<file path="config.mk">
export PLATFORM = sky130hd
export DESIGN_NAME = sac_converter
export DESIGN_NICKNAME = d
export VERILOG_FILES = /design/src/sac_pkg.sv /design/src/sac_divider.sv /design/src/sac_converter.sv
export VERILOG_INCLUDE_DIRS = /design/src
export SDC_FILE = /design/constraint.sdc
export NUM_CORES = 1
export LEC_CHECK = 0
export ABC_CLOCK_PERIOD_IN_PS = 5450
export BUFFER_PORTS_ARGS = -buffer_cell sky130_fd_sc_hd__buf_2
export CAP_MARGIN = 20
export CORE_ASPECT_RATIO = 1.5
export CORE_MARGIN = 4
export CORE_UTILIZATION = 40
export CTS_CLUSTER_DIAMETER = 30
export CTS_CLUSTER_SIZE = 40
export DETAILED_ROUTE_END_ITERATION = 10
export PLACE_DENSITY = 0.68
export REMOVE_ABC_BUFFERS = 1
export SETUP_SLACK_MARGIN = 0.4
export SYNTH_ARGS = -nofsm -noshare
export SYNTH_HDL_FRONTEND = slang
export SYNTH_SLANG_ARGS = --single-unit
</file>
<file path="constraint.sdc">
create_clock -name pclk -period 5.45 [get_ports pclk]
set_input_delay 0 -clock pclk [delete_from_list [all_inputs] [get_ports pclk]]
set_output_delay 0 -clock pclk [all_outputs]
set_load 0.005 [all_outputs]
</file>
<file path="src/sac_params.svh">
`ifndef SAC_PARAMS_SVH
`define SAC_PARAMS_SVH

// ----------------------------------------------------------------------------
// Register offsets.
// ----------------------------------------------------------------------------
// The printed offsets step by one, not by four, so they are kept as indices.
// Byte address = 4 * index, taken from the low bits of the index.
`define SAC_IDX_CONV_CONTROL     16'hFE58
`define SAC_IDX_CONV_MODE        16'hFE59
`define SAC_IDX_RESULT_LOW_BYTE  16'hFE5A
`define SAC_IDX_RESULT_HIGH_BYTE 16'hFE5B
`define SAC_IDX_IRQ_STATUS       16'hFE5C
`define SAC_IDX_IRQ_ENABLE       16'hFE5D
`define SAC_IDX_IRQ_CLEAR        16'hFE5E

// ----------------------------------------------------------------------------
// Reset values and field positions.
// ----------------------------------------------------------------------------
`define SAC_REG_RESET            8'h00
`define SAC_CTL_IRQ_EN_BIT       0
`define SAC_CTL_DONE_BIT         1
`define SAC_CTL_GO_BIT           2
`define SAC_CTL_CHSEL_LSB        4
`define SAC_MODE_RES_BIT         6
`define SAC_LOW_DIV_B2_BIT       0

// ----------------------------------------------------------------------------
// Timing figures, in thirds of a cycle plus the fixed overhead.
// ----------------------------------------------------------------------------
`define SAC_STEPS_12BIT          52
`define SAC_STEPS_8BIT           32
`define SAC_STEPS_EXTRA          2
`define SAC_TICKS_PER_BIT        4

`endif

</file>
<file path="src/sac_pkg.sv">
package sac_pkg;

    // Sequencer states, one-hot.
    typedef enum logic [2:0] {
        SAC_IDLE   = 3'b001,
        SAC_RUN    = 3'b010,
        SAC_FINISH = 3'b100
    } sac_state_t;

    // Conversion resolution chosen by the mode register.
    typedef enum logic {
        SAC_RES_12 = 1'b0,
        SAC_RES_8  = 1'b1
    } sac_res_t;

endpackage

</file>
<file path="src/sac_divider.sv">
`timescale 1ns/100ps

// ----------------------------------------------------------------------------
// Conversion clock divider.
// ----------------------------------------------------------------------------
// Emits one-cycle enables at pclk rate divided by 2**sel while run is high.
module sac_divider #(
    parameter int CNT_W = 7
) (
    input  wire logic             pclk,
    input  wire logic             presetn,
    input  wire logic             run,
    input  wire logic [2:0]       sel,
    output logic                  tick
);

    logic [CNT_W-1:0] cnt_r;
    logic [CNT_W-1:0] mask;

    // Mask of counter bits that must all be one for a tick.
    assign mask = CNT_W'((8'h01 << sel) - 8'h01);
    assign tick = run && ((cnt_r & mask) == mask);

    // Free count restarted whenever the sequencer is idle, so each conversion
    // sees the same phase.
    always_ff @(posedge pclk or negedge presetn) begin
        if (!presetn) begin
            cnt_r <= '0;
        end else if (!run) begin
            cnt_r <= '0;
        end else begin
            cnt_r <= cnt_r + CNT_W'(1);
        end
    end

endmodule

</file>
<file path="src/sac_converter.sv">
`timescale 1ns/100ps
`include "sac_params.svh"

module sac_converter #(
    parameter int RES_BITS = 12
) (
    input  wire logic             pclk,
    input  wire logic             presetn,
    input  wire logic             psel,
    input  wire logic             penable,
    input  wire logic             pwrite,
    input  wire logic [15:0]      paddr,
    input  wire logic [31:0]      pwdata,
    output logic [31:0]           prdata,
    output logic                  pready,
    output logic                  pslverr,
    input  wire logic             comp_in,
    output logic [3:0]            channel_sel,
    output logic                  ref_enable,
    output logic [RES_BITS-1:0]   dac_code,
    output logic                  sample_hold,
    output logic                  irq
);

    // ------------------------------------------------------------------------
    // Declarations.
    // ------------------------------------------------------------------------
    // Software-visible registers.
    logic [7:0]             conv_control_r;
    logic [7:0]             conv_mode_r;
    logic [7:0]             result_low_byte_r;
    logic [7:0]             result_high_byte_r;
    logic [1:0]             irq_status_r;
    logic [1:0]             irq_enable_r;

    // Sequencer and approximation state.
    sac_pkg::sac_state_t    state_r;
    sac_pkg::sac_res_t      res_r;
    logic [RES_BITS-1:0]    sar_r;
    logic [RES_BITS-1:0]    trial_r;
    logic [7:0]             step_r;
    logic [1:0]             third_r;

    // Comparator synchroniser.
    logic                   comp_meta_r;
    logic                   comp_sync_r;

    // Decode and timing helpers.
    logic                   tick;
    logic                   wr_en;
    logic                   rd_en;
    logic [13:0]            word_idx;
    logic                   addr_hit;
    logic                   done_set;
    logic                   go_bit;
    logic [2:0]             div_sel;
    logic [7:0]             step_total;
    logic                   steps_done;
    logic                   bit_tick;
    logic [31:0]            rd_mux;

    // ------------------------------------------------------------------------
    // APB access decode.
    // ------------------------------------------------------------------------
    // Zero wait states: every transfer completes in its first access cycle.
    // Only the low fourteen index bits fit on the 16-bit bus, so the map is
    // matched on paddr[15:2] and the upper index bits are dropped.
    assign pready   = 1'b1;
    assign wr_en    = psel && penable && pwrite;
    assign rd_en    = psel && !penable && !pwrite;  // Read setup cycle.
    assign word_idx = paddr[15:2];
    assign addr_hit = (word_idx >= 14'(`SAC_IDX_CONV_CONTROL))
                   && (word_idx <= 14'(`SAC_IDX_IRQ_CLEAR));
    assign pslverr  = psel && penable && !addr_hit;
    assign go_bit   = conv_control_r[`SAC_CTL_GO_BIT];

    // ------------------------------------------------------------------------
    // Comparator synchroniser.
    // ------------------------------------------------------------------------
    // The analog comparator is asynchronous to pclk, so it is resynchronised.
    // The two flops delay it by two cycles; a bit is judged only four steps
    // after its trial code is set, which covers that delay.
    always_ff @(posedge pclk or negedge presetn) begin
        if (!presetn) begin
            comp_meta_r <= 1'b0;
            comp_sync_r <= 1'b0;
        end else begin
            comp_meta_r <= comp_in;
            comp_sync_r <= comp_meta_r;
        end
    end

    // ------------------------------------------------------------------------
    // Conversion clock.
    // ------------------------------------------------------------------------
    assign div_sel = {result_low_byte_r[`SAC_LOW_DIV_B2_BIT],
                      conv_mode_r[1:0]};

    // Restarted at each run so every conversion sees the same phase.
    sac_divider #(
        .CNT_W (7)
    ) u_div (
        .pclk    (pclk),
        .presetn (presetn),
        .run     (state_r == sac_pkg::SAC_RUN),
        .sel     (div_sel),
        .tick    (tick)
    );

    // ------------------------------------------------------------------------
    // Conversion timing.
    // ------------------------------------------------------------------------
    // pclk is the only clock, so one pclk cycle stands for a third of the
    // base cycle. The ratio 1/2**sel stretches each of the 52 (or 32) steps
    // to 2**sel cycles; the fixed overhead of two then runs at full rate.
    // The doubled first run after reset or a mode change is not modelled;
    // software that depends on it must wait the longer time itself.
    assign step_total = (res_r == sac_pkg::SAC_RES_8) ? 8'(`SAC_STEPS_8BIT)
                                                      : 8'(`SAC_STEPS_12BIT);
    assign steps_done = (step_r == step_total);

    // Four steps per bit fit twelve bits into 52 steps and eight into 32,
    // and leave the comparator synchroniser time to settle.
    assign bit_tick = tick && !steps_done
                   && ((step_r % 8'(`SAC_TICKS_PER_BIT)) == 8'(`SAC_TICKS_PER_BIT - 1));

    // Overhead counter: counts the cycles after the last step, on pclk.
    always_ff @(posedge pclk or negedge presetn) begin
        if (!presetn) begin
            third_r <= 2'h0;
        end else if (state_r != sac_pkg::SAC_RUN) begin
            third_r <= 2'h0;
        end else if (steps_done) begin
            third_r <= third_r + 2'h1;
        end
    end

    // ------------------------------------------------------------------------
    // Sequencer.
    // ------------------------------------------------------------------------
    // A conversion starts when the go bit is seen set while idle.
    // Clearing go during a run aborts it: no result is kept and no flag set.
    always_ff @(posedge pclk or negedge presetn) begin
        if (!presetn) begin
            state_r <= sac_pkg::SAC_IDLE;
        end else begin
            unique case (state_r)
                sac_pkg::SAC_IDLE: begin
                    if (go_bit) begin
                        state_r <= sac_pkg::SAC_RUN;
                    end
                end
                sac_pkg::SAC_RUN: begin
                    if (!go_bit) begin
                        state_r <= sac_pkg::SAC_IDLE;
                    end else if (steps_done && third_r == 2'(`SAC_STEPS_EXTRA - 1)) begin
                        state_r <= sac_pkg::SAC_FINISH;
                    end
                end
                sac_pkg::SAC_FINISH: begin
                    state_r <= sac_pkg::SAC_IDLE;
                end
            endcase
        end
    end

    // Step counter and approximation register. Bits are resolved MSB first,
    // one every four steps, over the first 48 (or 32) steps; the remaining
    // steps are settling time.
    always_ff @(posedge pclk or negedge presetn) begin
        if (!presetn) begin
            step_r  <= 8'h00;
            sar_r   <= '0;
            trial_r <= '0;
            res_r   <= sac_pkg::SAC_RES_12;
        end else if (state_r == sac_pkg::SAC_IDLE) begin
            step_r  <= 8'h00;
            sar_r   <= '0;
            trial_r <= {1'b1, {(RES_BITS-1){1'b0}}};
            res_r   <= sac_pkg::sac_res_t'(conv_mode_r[`SAC_MODE_RES_BIT]);
        end else if (state_r == sac_pkg::SAC_RUN && tick && !steps_done) begin
            step_r <= step_r + 8'h01;
            if (bit_tick && trial_r != '0) begin
                if (comp_sync_r) begin
                    sar_r <= sar_r | trial_r;
                end
                if (res_r == sac_pkg::SAC_RES_8
                    && trial_r == RES_BITS'(1) << (RES_BITS - 8)) begin
                    trial_r <= '0;
                end else begin
                    trial_r <= trial_r >> 1;
                end
            end
        end
    end

    // ------------------------------------------------------------------------
    // Outputs to the analog side.
    // ------------------------------------------------------------------------
    // Some upper channel codes are barred for software; the field is passed
    // on as written and the far side decides what it means.
    assign done_set    = (state_r == sac_pkg::SAC_FINISH);
    assign dac_code    = sar_r | trial_r;
    assign ref_enable  = (state_r == sac_pkg::SAC_RUN);
    assign sample_hold = (state_r == sac_pkg::SAC_RUN);
    assign channel_sel = conv_control_r[7:4];

    // ------------------------------------------------------------------------
    // Register file.
    // ------------------------------------------------------------------------
    // Control: go clears itself and the done flag sets at the end; a set
    // arriving together with a software clear wins.
    // Fixed bit 3 is stored as written; software keeps it zero.
    always_ff @(posedge pclk or negedge presetn) begin
        if (!presetn) begin
            conv_control_r <= `SAC_REG_RESET;
        end else begin
            if (wr_en && word_idx == 14'(`SAC_IDX_CONV_CONTROL)) begin
                conv_control_r <= pwdata[7:0];
            end
            if (done_set) begin
                conv_control_r[`SAC_CTL_GO_BIT]   <= 1'b0;
                conv_control_r[`SAC_CTL_DONE_BIT] <= 1'b1;
            end
        end
    end

    // Mode: resolution select and the two low divider bits. The fixed bits
    // are stored as written and read back, so software sees what it wrote;
    // keeping them zero is left to software.
    always_ff @(posedge pclk or negedge presetn) begin
        if (!presetn) begin
            conv_mode_r <= `SAC_REG_RESET;
        end else if (wr_en && word_idx == 14'(`SAC_IDX_CONV_MODE)) begin
            conv_mode_r <= pwdata[7:0];
        end
    end

    // Results change as the done flag sets or on a software write; a software write in the same
    // cycle yields to the result.
    // In eight-bit mode the low byte keeps its old nibble and divider bit.
    always_ff @(posedge pclk or negedge presetn) begin
        if (!presetn) begin
            result_high_byte_r <= `SAC_REG_RESET;
            result_low_byte_r  <= `SAC_REG_RESET;
        end else begin
            if (wr_en && word_idx == 14'(`SAC_IDX_RESULT_HIGH_BYTE)) begin
                result_high_byte_r <= pwdata[7:0];
            end
            if (wr_en && word_idx == 14'(`SAC_IDX_RESULT_LOW_BYTE)) begin
                result_low_byte_r <= pwdata[7:0];
            end
            if (done_set) begin
                result_high_byte_r <= sar_r[RES_BITS-1 -: 8];
                if (res_r == sac_pkg::SAC_RES_12) begin
                    result_low_byte_r[7:4] <= sar_r[3:0];
                end
            end
        end
    end

    // ------------------------------------------------------------------------
    // Interrupt status, enable and clear.
    // ------------------------------------------------------------------------
    // Bit 0 mirrors conversion end; set beats a clear in the same cycle.
    always_ff @(posedge pclk or negedge presetn) begin
        if (!presetn) begin
            irq_status_r <= 2'h0;
        end else begin
            for (int i = 0; i < 2; i++) begin
                if (i == 0 && done_set) begin
                    irq_status_r[i] <= 1'b1;
                end else if (wr_en && word_idx == 14'(`SAC_IDX_IRQ_CLEAR) && pwdata[i]) begin
                    irq_status_r[i] <= 1'b0;
                end
            end
        end
    end

    // Interrupt enable, of the same layout as the status register; bit 1 is
    // stored as written, though its status bit is a spare that nothing sets.
    always_ff @(posedge pclk or negedge presetn) begin
        if (!presetn) begin
            irq_enable_r <= 2'h0;
        end else if (wr_en && word_idx == 14'(`SAC_IDX_IRQ_ENABLE)) begin
            irq_enable_r <= pwdata[1:0];
        end
    end

    // Level interrupt from the done flag and its enable, or from the sticky
    // status through the enable register.
    // Either path alone raises it, so both enables gate the same line.
    assign irq = (conv_control_r[`SAC_CTL_DONE_BIT] && conv_control_r[`SAC_CTL_IRQ_EN_BIT])
              || |(irq_status_r & irq_enable_r);

    // ------------------------------------------------------------------------
    // Read data.
    // ------------------------------------------------------------------------
    // Read multiplexer; the clear register and unmapped indices read zero.
    always_comb begin
        rd_mux = 32'h0000_0000;
        if (word_idx == 14'(`SAC_IDX_CONV_CONTROL)) begin
            rd_mux[7:0] = conv_control_r;
        end else if (word_idx == 14'(`SAC_IDX_CONV_MODE)) begin
            rd_mux[7:0] = conv_mode_r;
        end else if (word_idx == 14'(`SAC_IDX_RESULT_LOW_BYTE)) begin
            rd_mux[7:0] = result_low_byte_r;
        end else if (word_idx == 14'(`SAC_IDX_RESULT_HIGH_BYTE)) begin
            rd_mux[7:0] = result_high_byte_r;
        end else if (word_idx == 14'(`SAC_IDX_IRQ_STATUS)) begin
            rd_mux[1:0] = irq_status_r;
        end else if (word_idx == 14'(`SAC_IDX_IRQ_ENABLE)) begin
            rd_mux[1:0] = irq_enable_r;
        end
    end

    // Read data registered at the setup cycle so it is stable in access.
    // A register updated in the setup cycle itself shows on the next read.
    always_ff @(posedge pclk or negedge presetn) begin
        if (!presetn) begin
            prdata <= 32'h0000_0000;
        end else if (rd_en) begin
            prdata <= rd_mux;
        end
    end

endmodule

</file>
======== Yosys cells after proc, flatten, opt, wreduce, memory -nomap -nowiden ========
Index checks and enable logic that the tools add are counted.
storage, ports and cells
  bits in registers ....................... 90
  input bits .............................. 54
  word-level logic and storage cells ...... 119
  output and inout port bits .............. 53
cells by class
  mux-type cells .......................... 34
  add/sub/neg operators ................... 4
  reductions and logical operators ........ 39
  $lt $le $gt $ge ......................... 2
  shifts and indexed selects .............. 1
  bitwise gates (word level) .............. 3
  equal/unequal tests ..................... 18
operators by type and width
  kind                                                                 number
  14-bit == test (second input constant)                               7
  12-bit 2-to-1 mux                                                    7
  8-bit 2-to-1 mux                                                     8
  1-bit logical AND                                                    22
  14-bit greater-or-equal comparator (second input constant)           1
  14-bit <= comparator (second input constant)                         1
  2-bit nonzero test                                                   7
  12-bit by 5-bit == test with 1-bit output (second input constant)    1
  2-bit 2-to-1 mux                                                     6
  3-bit 2-to-1 mux                                                     4
  12-bit bitwise OR                                                    1
  12-bit nonzero test                                                  1
  11-bit 2-to-1 mux                                                    1
  3-bit case mux with 3 select lines                                   1
  8-bit by 1-bit adder with 8-bit output (second input constant)       1
  8-bit by 6-bit == test with 1-bit output                             1
  4-bit 2-to-1 mux                                                     2
  7-bit by 1-bit adder with 7-bit output (second input constant)       1
  7-bit AND                                                            1
  7-bit == test                                                        1
  7-bit 2-to-1 mux                                                     1
  1-bit by 3-bit << shifter with 7-bit output (first input constant)   1
  7-bit by 1-bit subtractor with 7-bit output (second input constant)  1
  6-bit 2-to-1 mux                                                     1
  other kinds (17)                                                     22

======== Depth between registers and ports, before layout ========
Gate-level depths: netlist of the first run.
  depth after elaboration ................. 11
  gate-level depth with buffers ........... 9
  gate-level depth less buffers ........... 7

======== Modules after synthesis ========
A second synthesis of the first run with hierarchy kept.
unflattened totals
  cells, all modules ...................... 452
  area, all modules ....................... 4737.0 um^2
by module, submodules not included
  module         seq. area each (um^2)  cells each  instances  area an instance (um^2)
  sac_converter  2078.2                 415         1          4376.7
  sac_divider    175.2                  37          1          360.3

======== Least setup slack after synthesis of the first run ========
OpenSTA, ideal clock, no wires.
  kind .................................... register to register
  start ................................... register step_r[1]
  end ..................................... register trial_r[6]
  data arrival time ....................... 2.151 ns
  setup slack ............................. 3.220 ns
  required time ........................... 5.371 ns
  setup time .............................. 0.079 ns
  stages on the path, launching flop included .. 10
  period minus slack after synthesis ...... 2.230 ns
  path buffers ............................ 2
  path through ............................ dfrtp_1 inv_1 ha_1 or4bb_1 a211oi_2 a2111o_1 or3_1 buf_2 buf_6 mux2i_1
between the ends
  cells in the longest elaborated chain, start to end .. 7
  elaborated cells between the ends (all ways) .. 10
  classes of those cells .................. eq/ne (2); reduce/logical (8)
RTL lines
  item                                      RTL line                                    text
  start: declaration                        sac_converter.sv:41                         logic [7:0] step_r;
  start signal: assignment                  sac_converter.sv:182                        step_r <= step_r + 8'h01;
  8-bit by 6-bit == test with 1-bit output  sac_converter.sv:120                        assign steps_done = (step_r == step_total);
  1-bit zero test                           sac_converter.sv:124, sac_converter.sv:181
  1-bit logical AND (2 in series)           sac_converter.sv:124                        assign bit_tick = tick && !steps_done
  1-bit logical AND                         sac_converter.sv:183                        if (bit_tick && trial_r != '0) begin
  2-bit nonzero test (no line)              --
  2-bit AND reduction (no line) (*)         --
  end signal: assignment                    sac_converter.sv:179                        trial_r <= {1'b1, {(RES_BITS-1){1'b0}}};
  end signal: assignment                    sac_converter.sv:191                        trial_r <= trial_r >> 1;
  end: declaration                          sac_converter.sv:40                         logic [RES_BITS-1:0] trial_r;
Mark *: on every way between the ends. The rest lies on a longest branch, timed or not.
A chain may end at the register's enable or synchronous reset.

======== Worst setup path after layout of the first run ========
  start ................................... register step_r[1]
  end ..................................... register trial_r[0]
The elaborated chain is that of the path after synthesis.

==> impl_metrics.json, run 1 <==
{
  "status": "completed",
  "setup_violations": 0,
  "clock_latency_ps": 340,
  "drive_above_1_share": 0.2553,
  "min_period_ps": 2954,
  "start_util": 0.4068,
  "crit_fanout": 17,
  "drtIter0Drc": 216,
  "grt_pass1_wl_um": 15100,
  "postCtsSetupRepairBufs": 0,
  "rr_startpoint": "step_r[1]$_DFFE_PN0P_",
  "synth-seq-area-share": 0.5038,
  "drcViolationCount": 0,
  "antenna_cells": 0,
  "worst_setup_hold_path_clk_slew_ps": 60,
  "pre_cts_slack_ps": 2530,
  "layout_commonest_cell": "dfrtp_1",
  "synth-edff-count": 0,
  "netlist_instances": 407,
  "critical_path.cell_chain": "inv_1, ha_1, or4bb_1, a211oi_2, a2111o_1, or3_1, mux2i_1",
  "dieArea_um2": 12970,
  "holdPathStages": 4,
  "place.gp.congestion": 0.8291,
  "stdcell_count": 617,
  "async_flop_share": 1.000,
  "drv_cap": 0,
  "rsz0062_at_grt": "false",
  "power_frac_seq": 0.455,
  "vias_per_cell": 5.219,
  "slowest_stage": "or3_1",
  "rows": 47,
  "io_buffers": 55,
  "slew_headroom": 0.3955,
  "crit_path_end_kind": "register",
  "wl_per_cell_um": 15.03,
  "ys_seq_elements": 90,
  "r2r_end": "trial_r[0]$_DFFE_PN0P_",
  "cts.root.buffer_cell": "clkbuf_16",
  "regArea_um2": 2253,
  "clock_skew_ps": 6.378,
  "synthFlopType": "dfrtp_1",
  "power_switching_uw": 467.5,
  "r2r_slack_ps": 2500,
  "htreeDepth": 3,
  "switching_share": 0.2877,
  "dpl.hpwl_um": 6805,
  "vdd_drop_max_uv": 171.7,
  "cts_resized": 0,
  "grt_max_degree": 76,
  "die_y_um": 137.5,
  "path_class": "register to register",
  "hp-class": "primary input to register",
  "finalCritPeriodShare": 0.5420,
  "critPathLaunchType": "register",
  "firstDrtPassIters": 4,
  "clock_sinks": 90,
  "synth_cell_type_count": 49,
  "arrival_ps": 3210,
  "fmax_ghz": 0.3385,
  "ant_nets": 0,
  "gr-usage-all-layers": 0.1468,
  "p_leak_uw": 0.002565,
  "multi_input_area_um2": 1972,
  "setup_tns_ps": 0,
  "dp.cells": 590,
  "pwr-share-comb": 0.162,
  "hold_viol": 0,
  "required_ps": 5700,
  "coreArea_um2": 11000,
  "die_x_um": 94.34,
  "wl_um": 9275,
  "num_vias": 3220,
  "holdWs_ps": 36.61,
  "final_cell_mix": "89 x dfrtp_1, 54 x buf_2, 38 x nand2_1",
  "numCtsBuffers": 9,
  "drv_slew": 0,
  "cts_buffer_depth": 2,
  "r2r_cells": 7,
  "synth_area_per_cell_um2": 10.99,
  "min_to": "irq_status_r[0]$_DFFE_PN0P_",
  "syn2layout_area_growth_pct": 15.64,
  "yosysWarnings": 0,
  "fin_ws_ps": 2496,
  "tightest_slew_ps": 906.8,
  "grt_pass1_vias": 3188,
  "powerDensity_nw_per_um2": 314.1,
  "cts_tree": "built",
  "num-fill-cells": 1032,
  "max_stage_delay_ps": 610,
  "pwr-share-clk": 0.383,
  "final_nets": 523,
  "num_io_pins": 107,
  "hp-start": "paddr[4]",
  "antenna_found_initial": 0,
  "syn_area_um2": 4473,
  "internal_power_uw": 1157,
  "overflow": 0
}
## through the flow
stage | total power [uW] | utilization | cell area [um^2]
floorplan | 892.1 | - | 4263
global placement | 991.6 | 0.4324 | 4755
detailed placement | 1001 | 0.4324 | 4755
CTS | 1634 | 0.4690 | 5157
global route | 1711 | 0.4704 | 5172
finish | 1625 | 0.4704 | 5172
## Yosys cell counts, types with 5 or more instances
master | count | share of area
dfrtp_1 | 89 | 0.50
nand3_1 | 13 | 0.015
mux4_2 | 7 | 0.035
a22o_1 | 14 | 0.027
o21ai_0 | 19 | 0.021
inv_1 | 9 | 0.0076
mux2i_1 | 25 | 0.056
o31ai_1 | 5 | 0.0084
or2_2 | 12 | 0.017
buf_4 | 30 | 0.050
nor2_1 | 21 | 0.018
nand2_1 | 38 | 0.032
a21oi_1 | 16 | 0.018
a32o_1 | 6 | 0.013
mux2_2 | 21 | 0.053
clkbuf_1 | 12 | 0.010
or3_1 | 6 | 0.0084
## metal layers
layer | up-vias | part of all wire | wire, um | track usage
met4 | 0 | 0.021 | 195 | 0.06185
met1 | 1578 | 0.40 | 3741 | 0.1739
met2 | 94 | 0.53 | 4895 | 0.2618
li1 | 1535 | - | - | -
met3 | 13 | 0.048 | 443 | 0.02295
met5 | - | 0 | 0 | 0
## power by group through the flow
stage / registers (uW) / logic (uW) / clock network [uW]
final: 740 / 263 / 622
after global routing: 746 / 298 / 668
after CTS: 740 / 256 / 639
after detailed placement: 753 / 249 / 0
after global placement: 748 / 243 / 0
after floorplan: 740 / 152 / 0
## cell families after synthesis
family	Yosys count	share of synthesized area
buf+inv	56	0.07468
mux	53	0.1441
flops	90	0.5038
xor+xnor	5	0.009792
compound gates	76	0.1192
simple gates	121	0.1357
other cells	2	0.001679
fa+ha+maj	4	0.01119
## area by class of cell
class,count,share of cell area
sequential,90,0.4357
multi-input combinational,284,0.3812
timing repair buffer,70,0.08176
clock buffer,9,0.04354
tap,147,0.03556
clock inverter,7,0.01500
inverter,10,0.007257
## worst max-delay path, delay by kind of cell (launching register included)
| kind | cells | cell delay (ps) |
|---|---|---|
| compound gates | 2 | 840 |
| flops | 1 | 430 |
| mux | 1 | 280 |
| simple gates | 2 | 1100 |
| buf+inv | 1 | 80 |
| fa+ha+maj | 1 | 140 |
## state kept, by name, indices dropped and copies added (netlist names)
register and count:
conv_mode_r 8, irq_enable_r 2, comp_meta_r 1, third_r 2, res_r 1, u_div.cnt_r 7, conv_control_r 8, sar_r 12
irq_status_r 1, comp_sync_r 1, prdata 8, trial_r 12, step_r 8, state_r 3, result_low_byte_r 8, result_high_byte_r 8
## worst max path at each step
stage                                start                      to  slack [ps]  cells past startpoint
floorplan           state_r[2]$_DFFE_PN0P_    sar_r[0]$_DFFE_PN0P_        2710                      4
global placement     step_r[1]$_DFFE_PN0P_  trial_r[9]$_DFFE_PN0P_        2610                      7
detailed placement   step_r[1]$_DFFE_PN0P_  trial_r[9]$_DFFE_PN0P_        2530                      7
CTS                  step_r[1]$_DFFE_PN0P_  trial_r[0]$_DFFE_PN0P_        2490                      7
global route         step_r[1]$_DFFE_PN0P_  trial_r[2]$_DFFE_PN0P_        2300                      7
finish               step_r[1]$_DFFE_PN0P_  trial_r[0]$_DFFE_PN0P_        2500                      7
## repair_timing
item,4_1_cts,5_1_grt
endpoints found under the setup margin,0,0
hold buffers,10,0
endpoints found under the hold margin,37,0
Power figures use the tool's default switching activity.
==> run 2, diff against run 1 <==
Settings changed: ABC_CLOCK_PERIOD_IN_PS 5450 to 2600, PLACE_DENSITY 0.68 to 0.71.
Clock period 5.45 ns to 2.6 ns, I/O delays scaled along.
==> impl_metrics.json, run 2 (synthesis results as in run 1) <==
{
  "status": "completed",
  "final_cell_mix": "88 x dfrtp_1, 54 x buf_2, 38 x nand2_1",
  "overflow": 0,
  "hold_viol": 0,
  "slew_headroom": 0.5592,
  "drv_slew": 0,
  "cts_tree": "built",
  "worst_setup_hold_path_clk_slew_ps": 60,
  "drtIter0Drc": 146,
  "syn2layout_area_growth_pct": 18.41,
  "start_util": 0.4068,
  "place.gp.congestion": 0.7955,
  "firstDrtPassIters": 4,
  "antenna_found_initial": 0,
  "htreeDepth": 3,
  "min_period_ps": 2176,
  "reg.largest.list": "sar_r: 12 flops, trial_r: 12 flops",
  "path_class": "register to register",
  "stdcell_area_um2": 5296,
  "rsz0062_at_grt": "true",
  "required_ps": 2870,
  "wl_per_cell_um": 15.47,
  "p_leak_uw": 0.002611,
  "crit_path_end_kind": "register",
  "gr-usage-all-layers": 0.1500,
  "final_util": 0.4816,
  "hp-class": "primary input to asynchronous set/reset pin",
  "placed_area_um2": 4812,
  "dpl.hpwl_um": 6893,
  "layout_commonest_cell": "dfrtp_1",
  "num_vias": 3290,
  "drv_cap": 0,
  "grt_pass1_vias": 3291,
  "tightest_slew_ps": 644.5,
  "numCtsBuffers": 9,
  "finalCritPeriodShare": 0.8368,
  "fmax_ghz": 0.4596,
  "critPathLaunchType": "register",
  "grt_max_degree": 80,
  "wl_um": 9697,
  "stdcell_count": 627,
  "cts.root.buffer_cell": "clkbuf_16",
  "crit_fanout": 5,
  "grt_pass1_wl_um": 15200,
  "cts_buffer_depth": 2,
  "num_io_pins": 107,
  "dieArea_um2": 12970,
  "clock_sinks": 90,
  "drcViolationCount": 0,
  "powerDensity_nw_per_um2": 665.2,
  "io_buffers": 55,
  "clock_latency_ps": 340,
  "vias_per_cell": 5.247,
  "die_y_um": 137.5,
  "drive_above_1_share": 0.2854,
  "rows": 47,
  "vdd_drop_max_uv": 489.2,
  "clock_skew_ps": 4.638,
  "antenna_cells": 0,
  "die_x_um": 94.34,
  "setup_violations": 0,
  "power_uw": 3523,
  "coreArea_um2": 11000,
  "final_nets": 534,
  "arrival_ps": 2450,
  "ant_nets": 0,
  "dp.cells": 596
}
run 2: changes by cell type in the layout (fill, tap and decap cells not counted), sizes merged:
cell,previous run,this run
buf,60,71
clkbuf,9,10
clkinv,4,0
clkinvlp,0,2
run 2: layout make-up:
type / instances / area [um^2]
well taps: 147 / 183.9
repair buffers: 81 / 514.2
clock buffers: 10 / 239.0
inverters: 10 / 37.54
multi-input cells: 284 / 2004
fillers: 992 / 5700
clock inverters: 5 / 62.56
flip-flops and latches: 90 / 2255
run 2: layer usage:
metal	GRT usage	part of all wire
met5	0	0
met4	0.06747	0.022
met3	0.03115	0.048
met2	0.2796	0.53
met1	0.1599	0.40
run 2: critical path, stage by stage (launching register included):
cell	delay, ps
dfrtp_1	380
inv_2	50
ha_1	180
or4bb_1	170
a211oi_2	50
a2111o_1	420
buf_4	180
or4_1	530
a21oi_2	150
run 2: worst paths after layout:
kind                                  startpoint                           to  slack, ps  depth (start not counted)
setup / recovery           step_r[0]$_DFFE_PN0P_        step_r[6]$_DFFE_PN0P_        420                          8
hold / removal                           presetn     u_div.cnt_r[4]$_DFF_PN0_         40                          2
setup reg to reg           step_r[0]$_DFFE_PN0P_        step_r[6]$_DFFE_PN0P_        420                          8
hold reg to reg            comp_meta_r$_DFF_PN0_        comp_sync_r$_DFF_PN0_        350                          0
max in group asynchronous                presetn       trial_r[4]$_DFFE_PN0P_       1900                          3
min in group pclk                       paddr[4]  irq_status_r[0]$_DFFE_PN0P_         80                          4
run 2: where the power goes:
part / leakage, uW / switching (uW) / internal [uW] / total (uW)
clock: 0.000142 / 531 / 771 / 1300
combinational: 0.00131 / 401 / 273 / 674
sequential: 0.00116 / 78.8 / 1470 / 1550
total: 0.00261 / 1010 / 2510 / 3520
run 2: timing repair:
action	in CTS	in global routing
gates cloned	0	2
hold buffers	10	0
setup buffers	3	1
pin swaps	1	5
gates resized for setup	2	13
endpoints found under the setup margin	27	19
hold endpoints to repair	111	0
run 2: metrics by stage:
step	hold WS (ps)	worst slack (ps)	setup TNS [ps]
after floorplan	-295.6	-136.1	-1633
after global placement	-145.3	309.5	0
after detailed placement	-142.3	265.0	0
after CTS	42.78	409.0	0
after global routing	56.65	332.3	0
final	43.31	424.3	0
==> run 3, diff against run 2 <==
Settings changed: ABC_AREA set to 1, ABC_CLOCK_PERIOD_IN_PS 2600 to 2100, PLACE_DENSITY 0.71 to 0.68.
Clock period 2.6 ns to 2.1 ns, I/O delays scaled along.
==> impl_metrics.json, run 3 <==
{
  "powerDensity_nw_per_um2": 723.9,
  "synth.area.top_cells": "dfrtp_1 46%, nand2_1 15%, inv_1 5.6%",
  "power_frac_seq": 0.466,
  "yosysTopAreaCell": "dfrtp_1",
  "firstDrtPassIters": 4,
  "num_vias": 4180,
  "antenna_cells": 0,
  "clock_skew_ps": 6.628,
  "yosysWarnings": 0,
  "grt_max_degree": 55,
  "required_ps": 2330,
  "synth-seq-area-share": 0.4690,
  "grt_pass1_vias": 4030,
  "htreeDepth": 3,
  "synth-edff-count": 0,
  "ant_nets": 0,
  "synthFlopType": "dfrtp_1",
  "tightest_slew_ps": 600.6,
  "p_leak_uw": 0.002973,
  "place.gp.congestion": 0.8924,
  "syn_area_um2": 4805,
  "rows": 48,
  "layout_commonest_cell": "nand2_1",
  "switching_share": 0.2498,
  "critPathLaunchType": "register",
  "drv_cap": 0,
  "hold_viol": 0,
  "path_class": "register to register",
  "grt_pass1_wl_um": 18490,
  "start_util": 0.4124,
  "cts.root.buffer_cell": "clkbuf_16",
  "crit_fanout": 21,
  "overflow": 0,
  "io_buffers": 55,
  "fin_ws_ps": 473.1,
  "setup_tns_ps": 0,
  "dieArea_um2": 13870,
  "numCtsBuffers": 9,
  "drive_above_1_share": 0.1904,
  "min_period_ps": 1627,
  "power_switching_uw": 1029,
  "finalCritPeriodShare": 0.7747,
  "status": "completed",
  "synth_cell_type_count": 40,
  "internal_power_uw": 3090,
  "drtIter0Drc": 201,
  "ys_seq_elements": 90,
  "rsz0062_at_grt": "true",
  "syn2layout_area_growth_pct": 18.41,
  "coreArea_um2": 11650,
  "dpl.hpwl_um": 8148,
  "netlist_instances": 631,
  "num_io_pins": 107,
  "hp-class": "primary input to register",
  "cts_buffer_depth": 2,
  "clock_latency_ps": 340,
  "power_uw": 4118,
  "pwr-share-comb": 0.121,
  "vdd_drop_max_uv": 375.6,
  "reg.largest.list": "sar_r: 12 flops, trial_r: 12 flops",
  "setup_violations": 0,
  "gr-usage-all-layers": 0.1624,
  "ys_top_cells_by_count": "197 x nand2_1, 89 x dfrtp_1, 72 x inv_1, 50 x nor2_1, 35 x o21ai_1",
  "die_y_um": 142.2,
  "wl_um": 11080,
  "yosys.cell_count.top_type": "nand2_1",
  "worst_setup_hold_path_clk_slew_ps": 60,
  "vias_per_cell": 4.866,
  "pre_cts_slack_ps": 322.9,
  "synth_area_per_cell_um2": 7.614,
  "die_x_um": 97.49,
  "crit_path_end_kind": "register",
  "fmax_ghz": 0.6147,
  "pwr-share-clk": 0.414,
  "cts_tree": "built",
  "drcViolationCount": 0,
  "antenna_found_initial": 0,
  "final_cell_mix": "195 x nand2_1, 88 x dfrtp_1, 71 x inv_1",
  "final_nets": 764,
  "wl_per_cell_um": 12.90,
  "clock_sinks": 90,
  "synth_top_area_frac": 0.4635,
  "async_flop_share": 1.000,
  "slew_headroom": 0.5986,
  "arrival_ps": 1850,
  "drv_slew": 0
}
==> run 3: changes by cell type in the layout (fill, tap and decap cells not counted), sizes merged, moves of 8 or more <==
cell,before,now
a21oi,16,8
a22o,14,1
inv,12,85
mux2,21,0
mux2i,25,0
nand2,38,199
nand3,13,34
nand4,4,13
nor2,21,55
nor3,4,15
o21ai,20,60
==> run 3: per-stage QoR <==
| step | hold WS [ps] | util | instances | instance area (um^2) |
|---|---|---|---|---|
| 3_3_place_gp | 3.258 | 0.4425 | 827 | 5156 |
| 5_1_grt | 94.75 | 0.4883 | 859 | 5689 |
| 2_1_floorplan | -295.6 | - | 612 | 4603 |
| 3_5_place_dp | 7.475 | 0.4425 | 827 | 5156 |
| 6_report | 74.72 | 0.4883 | 859 | 5689 |
| 4_1_cts | 65.55 | 0.4803 | 852 | 5597 |
==> run 3: kinds of logic (layout without fill, tap and decap cells) <==
family	count (synthesis)	count (layout)	synth area share
AO/OA/AOI/OAI	82	82	0.09923
adder cells (fa/ha/maj)	4	4	0.01042
flip-flops	90	90	0.4690
AND/OR/NAND/NOR	325	325	0.2906
XOR/XNOR	2	2	0.003646
buffers and inverters	126	181	0.1255
other	2	25	0.001563
==> run 3: what timing repair did <==
item                                   in CTS  in global routing
buffers inserted                            1                  7
setup endpoints to repair                  24                 34
hold buffers                               10                  0
pin swaps                                   1                  3
endpoints found under the hold margin      60                  0
cloned                                      0                  0
gates resized for setup                     4                 13
==> run 3: critical path, cell delays in order, from the launching register on <==
cell and delay, ps:
dfrtp_1 370, inv_2 70, ha_1 230, nand3_2 90, nor2_2 40, nand2_2 110
nand3_4 110, nor2_4 150, nand2_2 70, buf_12 150, nand3_1 70, nand2_1 60
==> run 3: final cells by class <==
cell class / instances / area [um^2]
repair buffers: 83 / 550.5
well taps: 150 / 187.7
inverters: 84 / 315.3
clock inverters: 4 / 76.32
flip-flops and latches: 90 / 2255
clock buffers: 10 / 239.0
fillers: 1161 / 5962
multi-input cells: 438 / 2066
==> run 3: power by group through the flow <==
| stage | clock network, uW | registers [uW] | logic, uW |
|---|---|---|---|
| 6_report | 1700 | 1920 | 497 |
| 5_1_grt | 1810 | 1930 | 579 |
| 4_1_cts | 1740 | 1910 | 440 |
| 3_5_place_dp | 0 | 1940 | 417 |
| 3_3_place_gp | 0 | 1940 | 398 |
| 2_1_floorplan | 0 | 1920 | 278 |
==> run 3: path summary, 6_finish.rpt <==
check	start	end	slack, ps	depth (start not counted)
worst max-delay path	step_r[0]$_DFFE_PN0P_	trial_r[0]$_DFFE_PN0P_	470	11
worst min-delay path	paddr[7]	irq_status_r[0]$_DFFE_PN0P_	70	4
worst max register to register	step_r[0]$_DFFE_PN0P_	trial_r[0]$_DFFE_PN0P_	470	11
worst min register to register	comp_meta_r$_DFF_PN0_	comp_sync_r$_DFF_PN0_	360	0
max in group asynchronous	presetn	conv_mode_r[3]$_DFFE_PN0P_	1260	3
min in group asynchronous	presetn	u_div.cnt_r[2]$_DFF_PN0_	170	2
==> run 3: per-layer routing <==
metal	global-route usage	vias up	wire (um)
li1	-	2099	-
met1	0.1851	1946	4405
met2	0.2859	103	5703
met3	0.03531	32	570
met4	0.08315	0	400
met5	0	-	0
